### src/verilog/dsr_pkg.sv
// constants for the dual section ripple counter
package dsr_pkg;
    localparam logic [2:0] SEC_MOD_DECADE = 3'h5;
    localparam logic [2:0] SEC_MOD_TWELVE = 3'h6;
    localparam logic [2:0] SEC_TOP_BINARY = 3'h7;
    localparam logic [1:0] VAR_DECADE = 2'h0;
    localparam logic [1:0] VAR_TWELVE = 2'h1;
    localparam logic [1:0] VAR_BINARY = 2'h2;
    localparam logic [3:0] CNT_RESET = 4'h0;
    localparam logic [3:0] CNT_NINE = 4'h9;
    localparam int SYNC_STAGES = 2;
endpackage

### src/verilog/dsr_counter.sv
// dual section ripple counter, toggle stage plus three stage section
//
// Functional notes
// - toggle divide-by-two plus three-stage modulo-five section
// - separate section clocks, shared clear and preset
// - both clear inputs high zero all flops unless the decade preset is also high
// - both preset inputs high load nine, decade
// - twelve variant counts six, no preset
// - binary variant counts eight, no preset
// - flops change on falling section clock edge
// - later stages change after earlier, transients visible
// - all four flops presented as parallel word
`timescale 1ns/1ns
module dsr_counter #(
    parameter logic [1:0] VARIANT = dsr_pkg::VAR_DECADE
) (
    // clock and reset
    input wire logic clk,
    input wire logic rst,
    // section clock pins
    input wire logic tog_clk,
    input wire logic sec_clk,
    // clear and preset pins, each an and pair
    input wire logic clr_a,
    input wire logic clr_b,
    input wire logic nine_a,
    input wire logic nine_b,
    // parallel count word, bit 0 is the toggle stage
    output logic [3:0] count
);
    typedef struct packed {
        logic tog_prev;
        logic sec_prev;
        logic q0;
        logic [2:0] sec;
        logic pend;
        logic [2:0] tgt;
    } dsr_state_s;

    dsr_state_s st_ff;
    dsr_state_s nxt_st;
    logic tog_s;
    logic sec_s;
    logic clr_a_s;
    logic clr_b_s;
    logic nine_a_s;
    logic nine_b_s;
    logic preset_en;
    logic [2:0] base;
    logic [2:0] top;

    // pin synchronisers
    dsr_sync u_tog (
        .clk(clk),
        .rst(rst),
        .din(tog_clk),
        .dout(tog_s)
    );
    dsr_sync u_sec (
        .clk(clk),
        .rst(rst),
        .din(sec_clk),
        .dout(sec_s)
    );
    dsr_sync u_clra (
        .clk(clk),
        .rst(rst),
        .din(clr_a),
        .dout(clr_a_s)
    );
    dsr_sync u_clrb (
        .clk(clk),
        .rst(rst),
        .din(clr_b),
        .dout(clr_b_s)
    );
    dsr_sync u_nina (
        .clk(clk),
        .rst(rst),
        .din(nine_a),
        .dout(nine_a_s)
    );
    dsr_sync u_ninb (
        .clk(clk),
        .rst(rst),
        .din(nine_b),
        .dout(nine_b_s)
    );

    // section terminal value per variant
    always_comb begin
        unique case (VARIANT)
            dsr_pkg::VAR_TWELVE: top = dsr_pkg::SEC_MOD_TWELVE - 3'h1;
            dsr_pkg::VAR_BINARY: top = dsr_pkg::SEC_TOP_BINARY;
            default: top = dsr_pkg::SEC_MOD_DECADE - 3'h1;
        endcase
    end

    assign preset_en = (VARIANT == dsr_pkg::VAR_DECADE);

    always_comb begin
        nxt_st = st_ff;
        nxt_st.tog_prev = tog_s;
        nxt_st.sec_prev = sec_s;
        base = st_ff.pend ? st_ff.tgt : st_ff.sec;
        // upper section stages follow one cycle later
        if (st_ff.pend) begin
            nxt_st.sec[2:1] = st_ff.tgt[2:1];
            nxt_st.pend = 1'b0;
        end
        // toggle stage on its own falling edge
        if (st_ff.tog_prev && !tog_s) begin
            nxt_st.q0 = ~st_ff.q0;
        end
        // section stage one first, rest ripple after
        if (st_ff.sec_prev && !sec_s) begin
            if (base == top) begin
                nxt_st.tgt = 3'h0;
            end else begin
                nxt_st.tgt = base + 3'h1;
            end
            nxt_st.sec[0] = nxt_st.tgt[0];
            nxt_st.pend = 1'b1;
        end
        // clear and preset hit both sections together
        if (preset_en && nine_a_s && nine_b_s) begin
            nxt_st.q0 = dsr_pkg::CNT_NINE[0];
            nxt_st.sec = dsr_pkg::CNT_NINE[3:1];
            nxt_st.tgt = dsr_pkg::CNT_NINE[3:1];
            nxt_st.pend = 1'b0;
        end else if (clr_a_s && clr_b_s) begin
            nxt_st.q0 = dsr_pkg::CNT_RESET[0];
            nxt_st.sec = dsr_pkg::CNT_RESET[3:1];
            nxt_st.tgt = dsr_pkg::CNT_RESET[3:1];
            nxt_st.pend = 1'b0;
        end
    end

    always_ff @(posedge clk or posedge rst) begin
        if (rst) begin
            st_ff <= '0;
        end else begin
            st_ff <= nxt_st;
        end
    end

    assign count = {st_ff.sec, st_ff.q0};
endmodule

### src/verilog/dsr_sync.sv
// two flip-flop synchroniser for a pin level
`timescale 1ns/1ns
module dsr_sync (
    // clock and reset
    input wire logic clk,
    input wire logic rst,
    // pin and synchronised level
    input wire logic din,
    output logic dout
);
    logic [dsr_pkg::SYNC_STAGES-1:0] sync_ff;

    always_ff @(posedge clk or posedge rst) begin
        if (rst) begin
            sync_ff <= '0;
        end else begin
            sync_ff <= {sync_ff[dsr_pkg::SYNC_STAGES-2:0], din};
        end
    end

    assign dout = sync_ff[dsr_pkg::SYNC_STAGES-1];
endmodule
### config.mk
export PLATFORM = sky130hd
export DESIGN_NAME = dsr_counter
export DESIGN_NICKNAME = d
export VERILOG_FILES = /design/src/verilog/dsr_pkg.sv /design/src/verilog/dsr_counter.sv /design/src/verilog/dsr_sync.sv
export SDC_FILE = /design/constraint.sdc
export NUM_CORES = 1
export LEC_CHECK = 0
export BUFFER_PORTS_ARGS = -buffer_cell sky130_fd_sc_hd__buf_2
export CORE_UTILIZATION = 34
export CTS_CLUSTER_DIAMETER = 40
export DETAILED_ROUTE_END_ITERATION = 12
export GPL_TIMING_DRIVEN = 0
export PLACE_DENSITY_LB_ADDON = 0.08
export RECOVER_POWER = 50
export SLEW_MARGIN = 20
export SYNTH_ARGS = -nofsm -noshare
export SYNTH_HDL_FRONTEND = slang
export SYNTH_SLANG_ARGS = --single-unit
export TNS_END_PERCENT = 1
### constraint.sdc
create_clock -name clk -period 2.9 [get_ports clk]
set_input_delay 0.145 -clock clk [delete_from_list [all_inputs] [get_ports clk]]
set_output_delay 0.145 -clock clk [all_outputs]
set_load 0.05 [all_outputs]
==> impl_metrics.toml, run 1 <==
[layout]
final_cell_mix = "21 x dfrtp_1, 11 x buf_2, 7 x dlygate4sd3_1"
fin_nets = 89
areaGrowthSynthToFinish_pct = 22.7
layout-drive-gt1-share_pct = 24.4
diodes = 0
final_common_cell = "dfrtp_1"

[floorplanning]
die_h_um = 49.3
die_x_um = 49.3
ios = 12
fp-row-count = 16
die-area_um2 = 2430
core_area_um2 = 2040
start_util_pct = 37.3

[place]
dpl.hpwl_um = 693
numPortBuffers = 11
dp_slack_ps = 1380
place_congestion = 0.694

[clocking]
ctsRootBufferMaster = "clkbuf_4"
clock_sinks = 21
clkSlewWorstSetupHoldPaths_ps = 110
numCtsBuffers = 3
cts_buffer_depth = 2
clock_latency_ps = 290
cts_setup_buffers = 0
cts_tree = "built"
h-tree-depth = 1

[min_path]
worstHoldStart = "u_clrb.sync_ff[0]"
hold_class = "reg2reg"

[route]
wl_per_cell_um = 9.64
vias_per_cell = 4.28
ant_nets = 0
drtIter0Drc = 1
drt_wl_total_um = 1010
vias = 449
drc = 0
firstDrtPassIters = 2

[synth]
ys_warn_count = 0
syn-num-nets = 66
yosysSeqAreaShare_pct = 69.0
syn_area_um2 = 762
avgSynthCellArea_um2 = 13.6
yosysUniqueCellTypes = 18
synthCells = 56
synth_seq_cells = 21

[grt]
grt_pass1_vias = 468
grt_pass1_wl_um = 1810
grt_usage_pct = 10.3
grt_max_degree = 22
overflow = 0
antenna_found_initial = 0

[worst_setup_path]
crit_required_ps = 3110
crit_path_start = "st_ff[3]"
end_kind = "flop"
regToRegStartpoint = "st_ff[3]"
worstSetupPathType = "reg2reg"
start_kind = "flop"
cp.arrival_ps = 1670
path_max_fanout = 3
reg2reg_slack_ps = 1440

[sta]
rsz0062_at_grt = "false"
hold_slack_ps = 357
worstMarginPinSlew_ps = 746
setup_violations = 0
fmax_mhz = 684
drv_slew = 0
finalCritPeriodShare_pct = 50.4
fin_crit_ps = 1460
hold_violations = 0
layout_setup_ws_ps = 1440
finClkSkew_ps = 6.34
finalSetupTns_ps = 0
relSlewSlack_pct = 50.2

[outcome]
run_status = "finished, final reports clean"

[pwr]
p_leak_uw = 0.000461
powerDensity_nw_per_um2 = 570
vdd_drop_max_v = 0.000335

[job]
maxCapViolations = 0
## state kept, by name (all words and copies together) (netlist names)
register and count:
u_nina.sync_ff 2, st_ff 6, u_sec.sync_ff 2, u_ninb.sync_ff 2
u_clra.sync_ff 2, count 3, u_clrb.sync_ff 2, u_tog.sync_ff 2
## cells by family (layout without fill, tap and decap cells)
| family | Yosys count | in the layout | share of synthesized area, % |
|---|---|---|---|
| flip-flops | 21 | 21 | 69.0 |
| XOR/XNOR | 1 | 1 | 1.15 |
| multiplexers | 3 | 3 | 5.58 |
| AO/OA/AOI/OAI | 8 | 8 | 7.72 |
| buffers and inverters | 10 | 32 | 6.90 |
| AND/OR/NAND/NOR | 11 | 11 | 6.41 |
| adder cells (fa/ha/maj) | 2 | 2 | 3.28 |
## worst max-delay path, stage by stage (launching register included)
cell	delay (ps)
dfrtp_1	400
mux2i_1	290
inv_1	80
ha_1	210
nor2_1	100
mux2i_1	80
o31ai_2	220
## cells in the mapped netlist
cell type | count | area (um^2)
dfrtp_1 | 21 | 526
inv_1 | 5 | 18.8
nand2_1 | 5 | 18.8
buf_4 | 4 | 30.0
nor2_1 | 3 | 11.3
a21oi_1 | 2 | 10.0
ha_1 | 2 | 25.0
mux2i_1 | 2 | 20.0
o2111ai_1 | 2 | 17.5
o21ai_0 | 2 | 10.0
a32oi_1 | 1 | 8.76
and2_1 | 1 | 6.26
clkbuf_1 | 1 | 3.75
mux2i_4 | 1 | 22.5
nand2b_1 | 1 | 6.26
nor2b_1 | 1 | 6.26
o31ai_2 | 1 | 12.5
xnor2_1 | 1 | 8.76
## cell type report
cell class	instances	area, um^2
Inverter	5	18.8
Buffer	5	33.8
Clock buffer	4	26.3
Sequential cell	21	526
Multi-Input combinational cell	25	171
Timing Repair Buffer	18	125
Tap cell	27	33.8
Fill cell	200	1110
## metal layers
layer  vias up  global-route usage, %  wire, um
met5         -                      0         0
met4         0                   8.82        21
met3         2                   1.87        31
met2        10                   18.3       498
met1       214                   10.2       461
li1        223                      -         -
## worst paths after layout
check / to / depth (start not counted)
setup / recovery: st_ff[2] / 6
hold / removal: u_clrb.sync_ff[1] / 0
setup reg to reg: st_ff[2] / 6
hold reg to reg: u_clrb.sync_ff[1] / 0
max in group asynchronous: u_nina.sync_ff[1] / 3
min in group asynchronous: u_ninb.sync_ff[0] / 3
## per-stage QoR
stage          area (um^2)  utilization (%)  std cells  power [uW]
6_report               935             45.8        105         533
5_1_grt                935             45.8        105         559
4_1_cts                947             46.4        105         548
3_5_place_dp           851             41.7         94         405
3_3_place_gp           851             41.7         94         404
2_1_floorplan          762                -         56         387
## power by group
| group | leakage, uW | internal [uW] | switching, uW |
|---|---|---|---|
| Combinational | 0.000193 | 32.6 | 46.6 |
| Clock | 0.0000150 | 53.4 | 80.0 |
| Sequential | 0.000253 | 311 | 9.04 |
| Total | 0.000461 | 397 | 136 |
## repair_timing
item	in CTS	in global routing
hold buffers	7	0
hold endpoints to repair	27	0
gates resized for setup	0	0
(Power assumes the default switching activity.)
==> run 2, diff against run 1 <==
==> constraint.sdc (replaced) <==
create_clock -name clk -period 1.4 [get_ports clk]
set_input_delay 0.07 -clock clk [delete_from_list [all_inputs] [get_ports clk]]
set_output_delay 0.07 -clock clk [all_outputs]
set_load 0.05 [all_outputs]
==> impl_metrics.toml, run 2 (synthesis results as in run 1) <==
[outcome]
run_status = "finished, final reports clean"

[grt]
overflow = 0
grt_pass1_vias = 470
grt_max_degree = 22
grt_usage_pct = 10.4
grt_pass1_wl_um = 1810
antenna_found_initial = 0

[clocking]
clock_latency_ps = 290
clock_sinks = 21
cts_tree = "built"
h-tree-depth = 1
ctsRootBufferMaster = "clkbuf_4"
cts_buffer_depth = 2
numCtsBuffers = 3
clkSlewWorstSetupHoldPaths_ps = 110

[place]
numPortBuffers = 11
dp_slack_ps = -115
dpl_cell_area_um2 = 851
dp_cells = 94
place_congestion = 0.694
dpl.hpwl_um = 693

[worst_setup_path]
cpMaxStageDelayCell = "dfrtp_1"
start_kind = "flop"
cp.arrival_ps = 1560
slowest_delay_ps = 390
end_kind = "flop"
worstSetupPathType = "reg2reg"
worstPathCellList = "mux2i_2 -> inv_1 -> ha_2 -> nor2_1 -> mux2i_1 -> o31ai_2"
crit_required_ps = 1610
reg2reg_slack_ps = 40
path_max_fanout = 3

[layout]
largest_reg_flops = 6
layout-drive-gt1-share_pct = 29.1
final_common_cell = "dfrtp_1"
fin_area_um2 = 961
nFillCells = 197
fin_nets = 90
top_register = "st_ff"
areaGrowthSynthToFinish_pct = 26.1
diodes = 0
final_cell_mix = "21 x dfrtp_1, 11 x buf_2, 7 x dlygate4sd3_1"
instances_no_fill = 106
utilization_pct = 47.1

[route]
vias = 451
ant_nets = 0
drt_wl_total_um = 1020
drtIter0Drc = 3
firstDrtPassIters = 3
vias_per_cell = 4.25
drc = 0
wl_per_cell_um = 9.61

[floorplanning]
ios = 12
die_h_um = 49.3
start_util_pct = 37.3
die-area_um2 = 2430
fp-row-count = 16
die_x_um = 49.3
core_area_um2 = 2040

[pwr]
powerDensity_nw_per_um2 = 1160
p_leak_uw = 0.000464
vdd_drop_max_v = 0.000698

[min_path]
hold_class = "reg2reg"

[sta]
finClkSkew_ps = 6.01
relSlewSlack_pct = 50.4
finalCritPeriodShare_pct = 96.8
worstMarginPinSlew_ps = 743
setup_violations = 0
layout_setup_ws_ps = 44.5
drv_slew = 0
hold_violations = 0
fin_crit_ps = 1360
fmax_mhz = 738
rsz0062_at_grt = "true"

[job]
maxCapViolations = 0
-- run 2: what timing repair did --
item	CTS	global route
gates resized for setup	2	0
hold buffers	7	0
pin swaps	1	0
endpoints found under the hold margin	27	0
setup endpoints to repair	3	3
setup buffers	1	0
-- run 2: cell type report --
| class | count | area, um^2 | area share (%) |
|---|---|---|---|
| flip-flops and latches | 21 | 526 | 54.7 |
| multi-input cells | 25 | 190 | 19.8 |
| repair buffers | 19 | 133 | 13.8 |
| plain buffers | 5 | 33.8 | 3.52 |
| well taps | 27 | 33.8 | 3.52 |
| clock buffers | 4 | 26.3 | 2.73 |
| inverters | 5 | 18.8 | 1.95 |
-- run 2: path summary, 6_finish.rpt --
path,startpoint,cells after the start,endpoint
min in group asynchronous,rst,3,u_ninb.sync_ff[0]
hold / removal,u_clrb.sync_ff[0],0,u_clrb.sync_ff[1]
max in group asynchronous,rst,3,u_nina.sync_ff[1]
hold reg to reg,u_clrb.sync_ff[0],0,u_clrb.sync_ff[1]
setup / recovery,st_ff[3],6,st_ff[2]
setup reg to reg,st_ff[3],6,st_ff[2]
-- run 2: worst max-delay path, delay by kind of cell, from the launching register on --
family | cells | cell delay [ps]
flops | 1 | 390
mux | 2 | 360
fa+ha+maj | 1 | 180
compound gates | 1 | 180
simple gates | 1 | 90
buf+inv | 1 | 70
-- run 2: layer usage --
metal,part of all wire [%],wire length (um),track usage (%)
met4,2.1,21,8.82
met1,46,466,10.2
met2,49,500,18.5
met5,0,0,0
met3,3.0,31,1.87
-- run 2: power by group --
part / switching (uW) / internal (uW) / total, uW / leakage (uW)
clock: 165 / 111 / 276 / 0.0000150
sequential: 22.9 / 644 / 667 / 0.000253
combinational: 98.0 / 74.9 / 173 / 0.000197
total: 286 / 830 / 1120 / 0.000464
-- run 2: through the flow --
step / power, uW / setup TNS (ps) / hold WS [ps]
4_1_cts: 1140 / 0 / 362
6_report: 1120 / 0 / 357
3_3_place_gp: 836 / -121 / 179
2_1_floorplan: 802 / 0 / 46.5
3_5_place_dp: 839 / -152 / 179
5_1_grt: 1170 / -142 / 370
==> run 3, diff against run 2 <==
--- a/config.mk
+++ b/config.mk
@@ -10,7 +10,6 @@
 export CTS_CLUSTER_DIAMETER = 40
 export DETAILED_ROUTE_END_ITERATION = 12
 export GPL_TIMING_DRIVEN = 0
-export PLACE_DENSITY_LB_ADDON = 0.08
 export RECOVER_POWER = 50
 export SLEW_MARGIN = 20
 export SYNTH_ARGS = -nofsm -noshare
==> constraint.sdc (replaced) <==
create_clock -name clk -period 1.7 [get_ports clk]
set_input_delay 0.085 -clock clk [delete_from_list [all_inputs] [get_ports clk]]
set_output_delay 0.085 -clock clk [all_outputs]
set_load 0.05 [all_outputs]
==> impl_metrics.toml, run 3 (synthesis results as in run 1) <==
[outcome]
run_status = "finished, final reports clean"

[worst_setup_path]
start_kind = "flop"
end_kind = "flop"
rr_worst_depth = 6
worstSetupPathType = "reg2reg"
worst_r2r_endpoint = "st_ff[2]"
crit_required_ps = 1920
path_max_fanout = 3
cp.arrival_ps = 1710
regToRegStartpoint = "st_ff[3]"
endpoint = "st_ff[2]"
reg2reg_slack_ps = 210
crit_path_start = "st_ff[3]"

[clocking]
numCtsBuffers = 3
ctsRootBufferMaster = "clkbuf_4"
clock_latency_ps = 290
cts_tree = "built"
clock_sinks = 21
h-tree-depth = 1
clkSlewWorstSetupHoldPaths_ps = 110
cts_buffer_depth = 2
cts.repair.resized = 0

[sta]
worstMarginPinSlew_ps = 729
finalCritPeriodShare_pct = 87.7
finClkSkew_ps = 1.91
drv_slew = 0
hold_violations = 0
rsz0062_at_grt = "false"
fin_crit_ps = 1490
relSlewSlack_pct = 51.3
finalSetupTns_ps = 0
setup_violations = 0
fmax_mhz = 671

[route]
firstDrtPassIters = 3
vias_per_cell = 4.18
ant_nets = 0
drtIter0Drc = 5
drc = 0
drt_wl_total_um = 946
vias = 439
wl_per_cell_um = 9.01

[layout]
final_cell_mix = "21 x dfrtp_1, 11 x buf_2, 7 x dlygate4sd3_1"
layout-drive-gt1-share_pct = 25.6
nFillCells = 196
top_register = "st_ff"
fin_nets = 89
final_common_cell = "dfrtp_1"
diodes = 0
largest_reg_flops = 6
instances_no_fill = 105
fin_area_um2 = 938
areaGrowthSynthToFinish_pct = 23.2

[grt]
grt_pass1_wl_um = 1670
top_usage_layer = "met2"
grtUsageMet2_pct = 16.0
overflow = 0
grt_max_degree = 22
grt_pass1_vias = 435
antenna_found_initial = 0
grt_use_met3_pct = 4.67
grt_usage_pct = 9.38
met1_usage_pct = 10.0

[place]
dp_cells = 94
dpl.hpwl_um = 681
place_congestion = 0.784
dpl_cell_area_um2 = 851
numPortBuffers = 11

[floorplanning]
fp-row-count = 16
start_util_pct = 37.3
die-area_um2 = 2430
die_h_um = 49.3
ios = 12
core_area_um2 = 2040
die_x_um = 49.3

[job]
maxCapViolations = 0

[pwr]
vdd_drop_max_v = 0.000690
powerDensity_nw_per_um2 = 974
p_leak_uw = 0.000460

[min_path]
hold_class = "reg2reg"
-- run 3: how the worst min path moves through the flow --
| stage | start | end | cells past startpoint |
|---|---|---|---|
| floorplan | rst | count[0] | 1 |
| global placement | nine_b | u_ninb.sync_ff[0] | 1 |
| detailed placement | clr_a | u_clra.sync_ff[0] | 1 |
| CTS | u_tog.sync_ff[0] | u_tog.sync_ff[1] | 0 |
| global route | u_clra.sync_ff[0] | u_clra.sync_ff[1] | 0 |
| finish | u_tog.sync_ff[0] | u_tog.sync_ff[1] | 0 |
-- run 3: where the power goes --
group / total (uW) / internal (uW) / switching (uW)
combinational: 135 / 55.5 / 79.2
sequential: 547 / 531 / 16.3
clock: 232 / 89.4 / 143
-- run 3: repair_timing --
action,in CTS,in global routing
hold buffers,7,0
endpoints found under the hold margin,27,0
buffers inserted,0,0
setup endpoints to repair,0,0
-- run 3: cell type report --
| type | instances | area (um^2) | share of cell area (%) |
|---|---|---|---|
| clock buffer | 3 | 22.5 | 2.40 |
| multi-input combinational | 25 | 171 | 18.3 |
| inverter | 5 | 18.8 | 2.00 |
| sequential | 21 | 526 | 56.0 |
| buffer | 5 | 33.8 | 3.60 |
| tap | 27 | 33.8 | 3.60 |
| clock inverter | 1 | 7.51 | 0.800 |
| timing repair buffer | 18 | 125 | 13.3 |
-- run 3: layer usage --
metal / share of wire [%] / up-vias / wire length (um)
met1: 45 / 204 / 426
met3: 3.9 / 0 / 37
met4: 0 / 0 / 0
met2: 51 / 12 / 482
met5: 0 / - / 0
li1: - / 223 / -
-- run 3: per-stage QoR --
step | power, uW | setup WS [ps] | util, % | hold slack, ps
3_5_place_dp | 690 | 177 | 41.7 | 194
5_1_grt | 967 | 105 | 46.0 | 377
2_1_floorplan | 660 | 317 | - | 61.5
3_3_place_gp | 687 | 189 | 41.7 | 192
6_report | 914 | 210 | 46.0 | 360
4_1_cts | 934 | 148 | 46.6 | 361
-- run 3: critical path, stage by stage, from the launching register on --
cell and delay [ps]:
dfrtp_1 410, mux2i_1 310, inv_1 80, ha_1 210, nor2_1 100, mux2i_1 90
o31ai_2 220
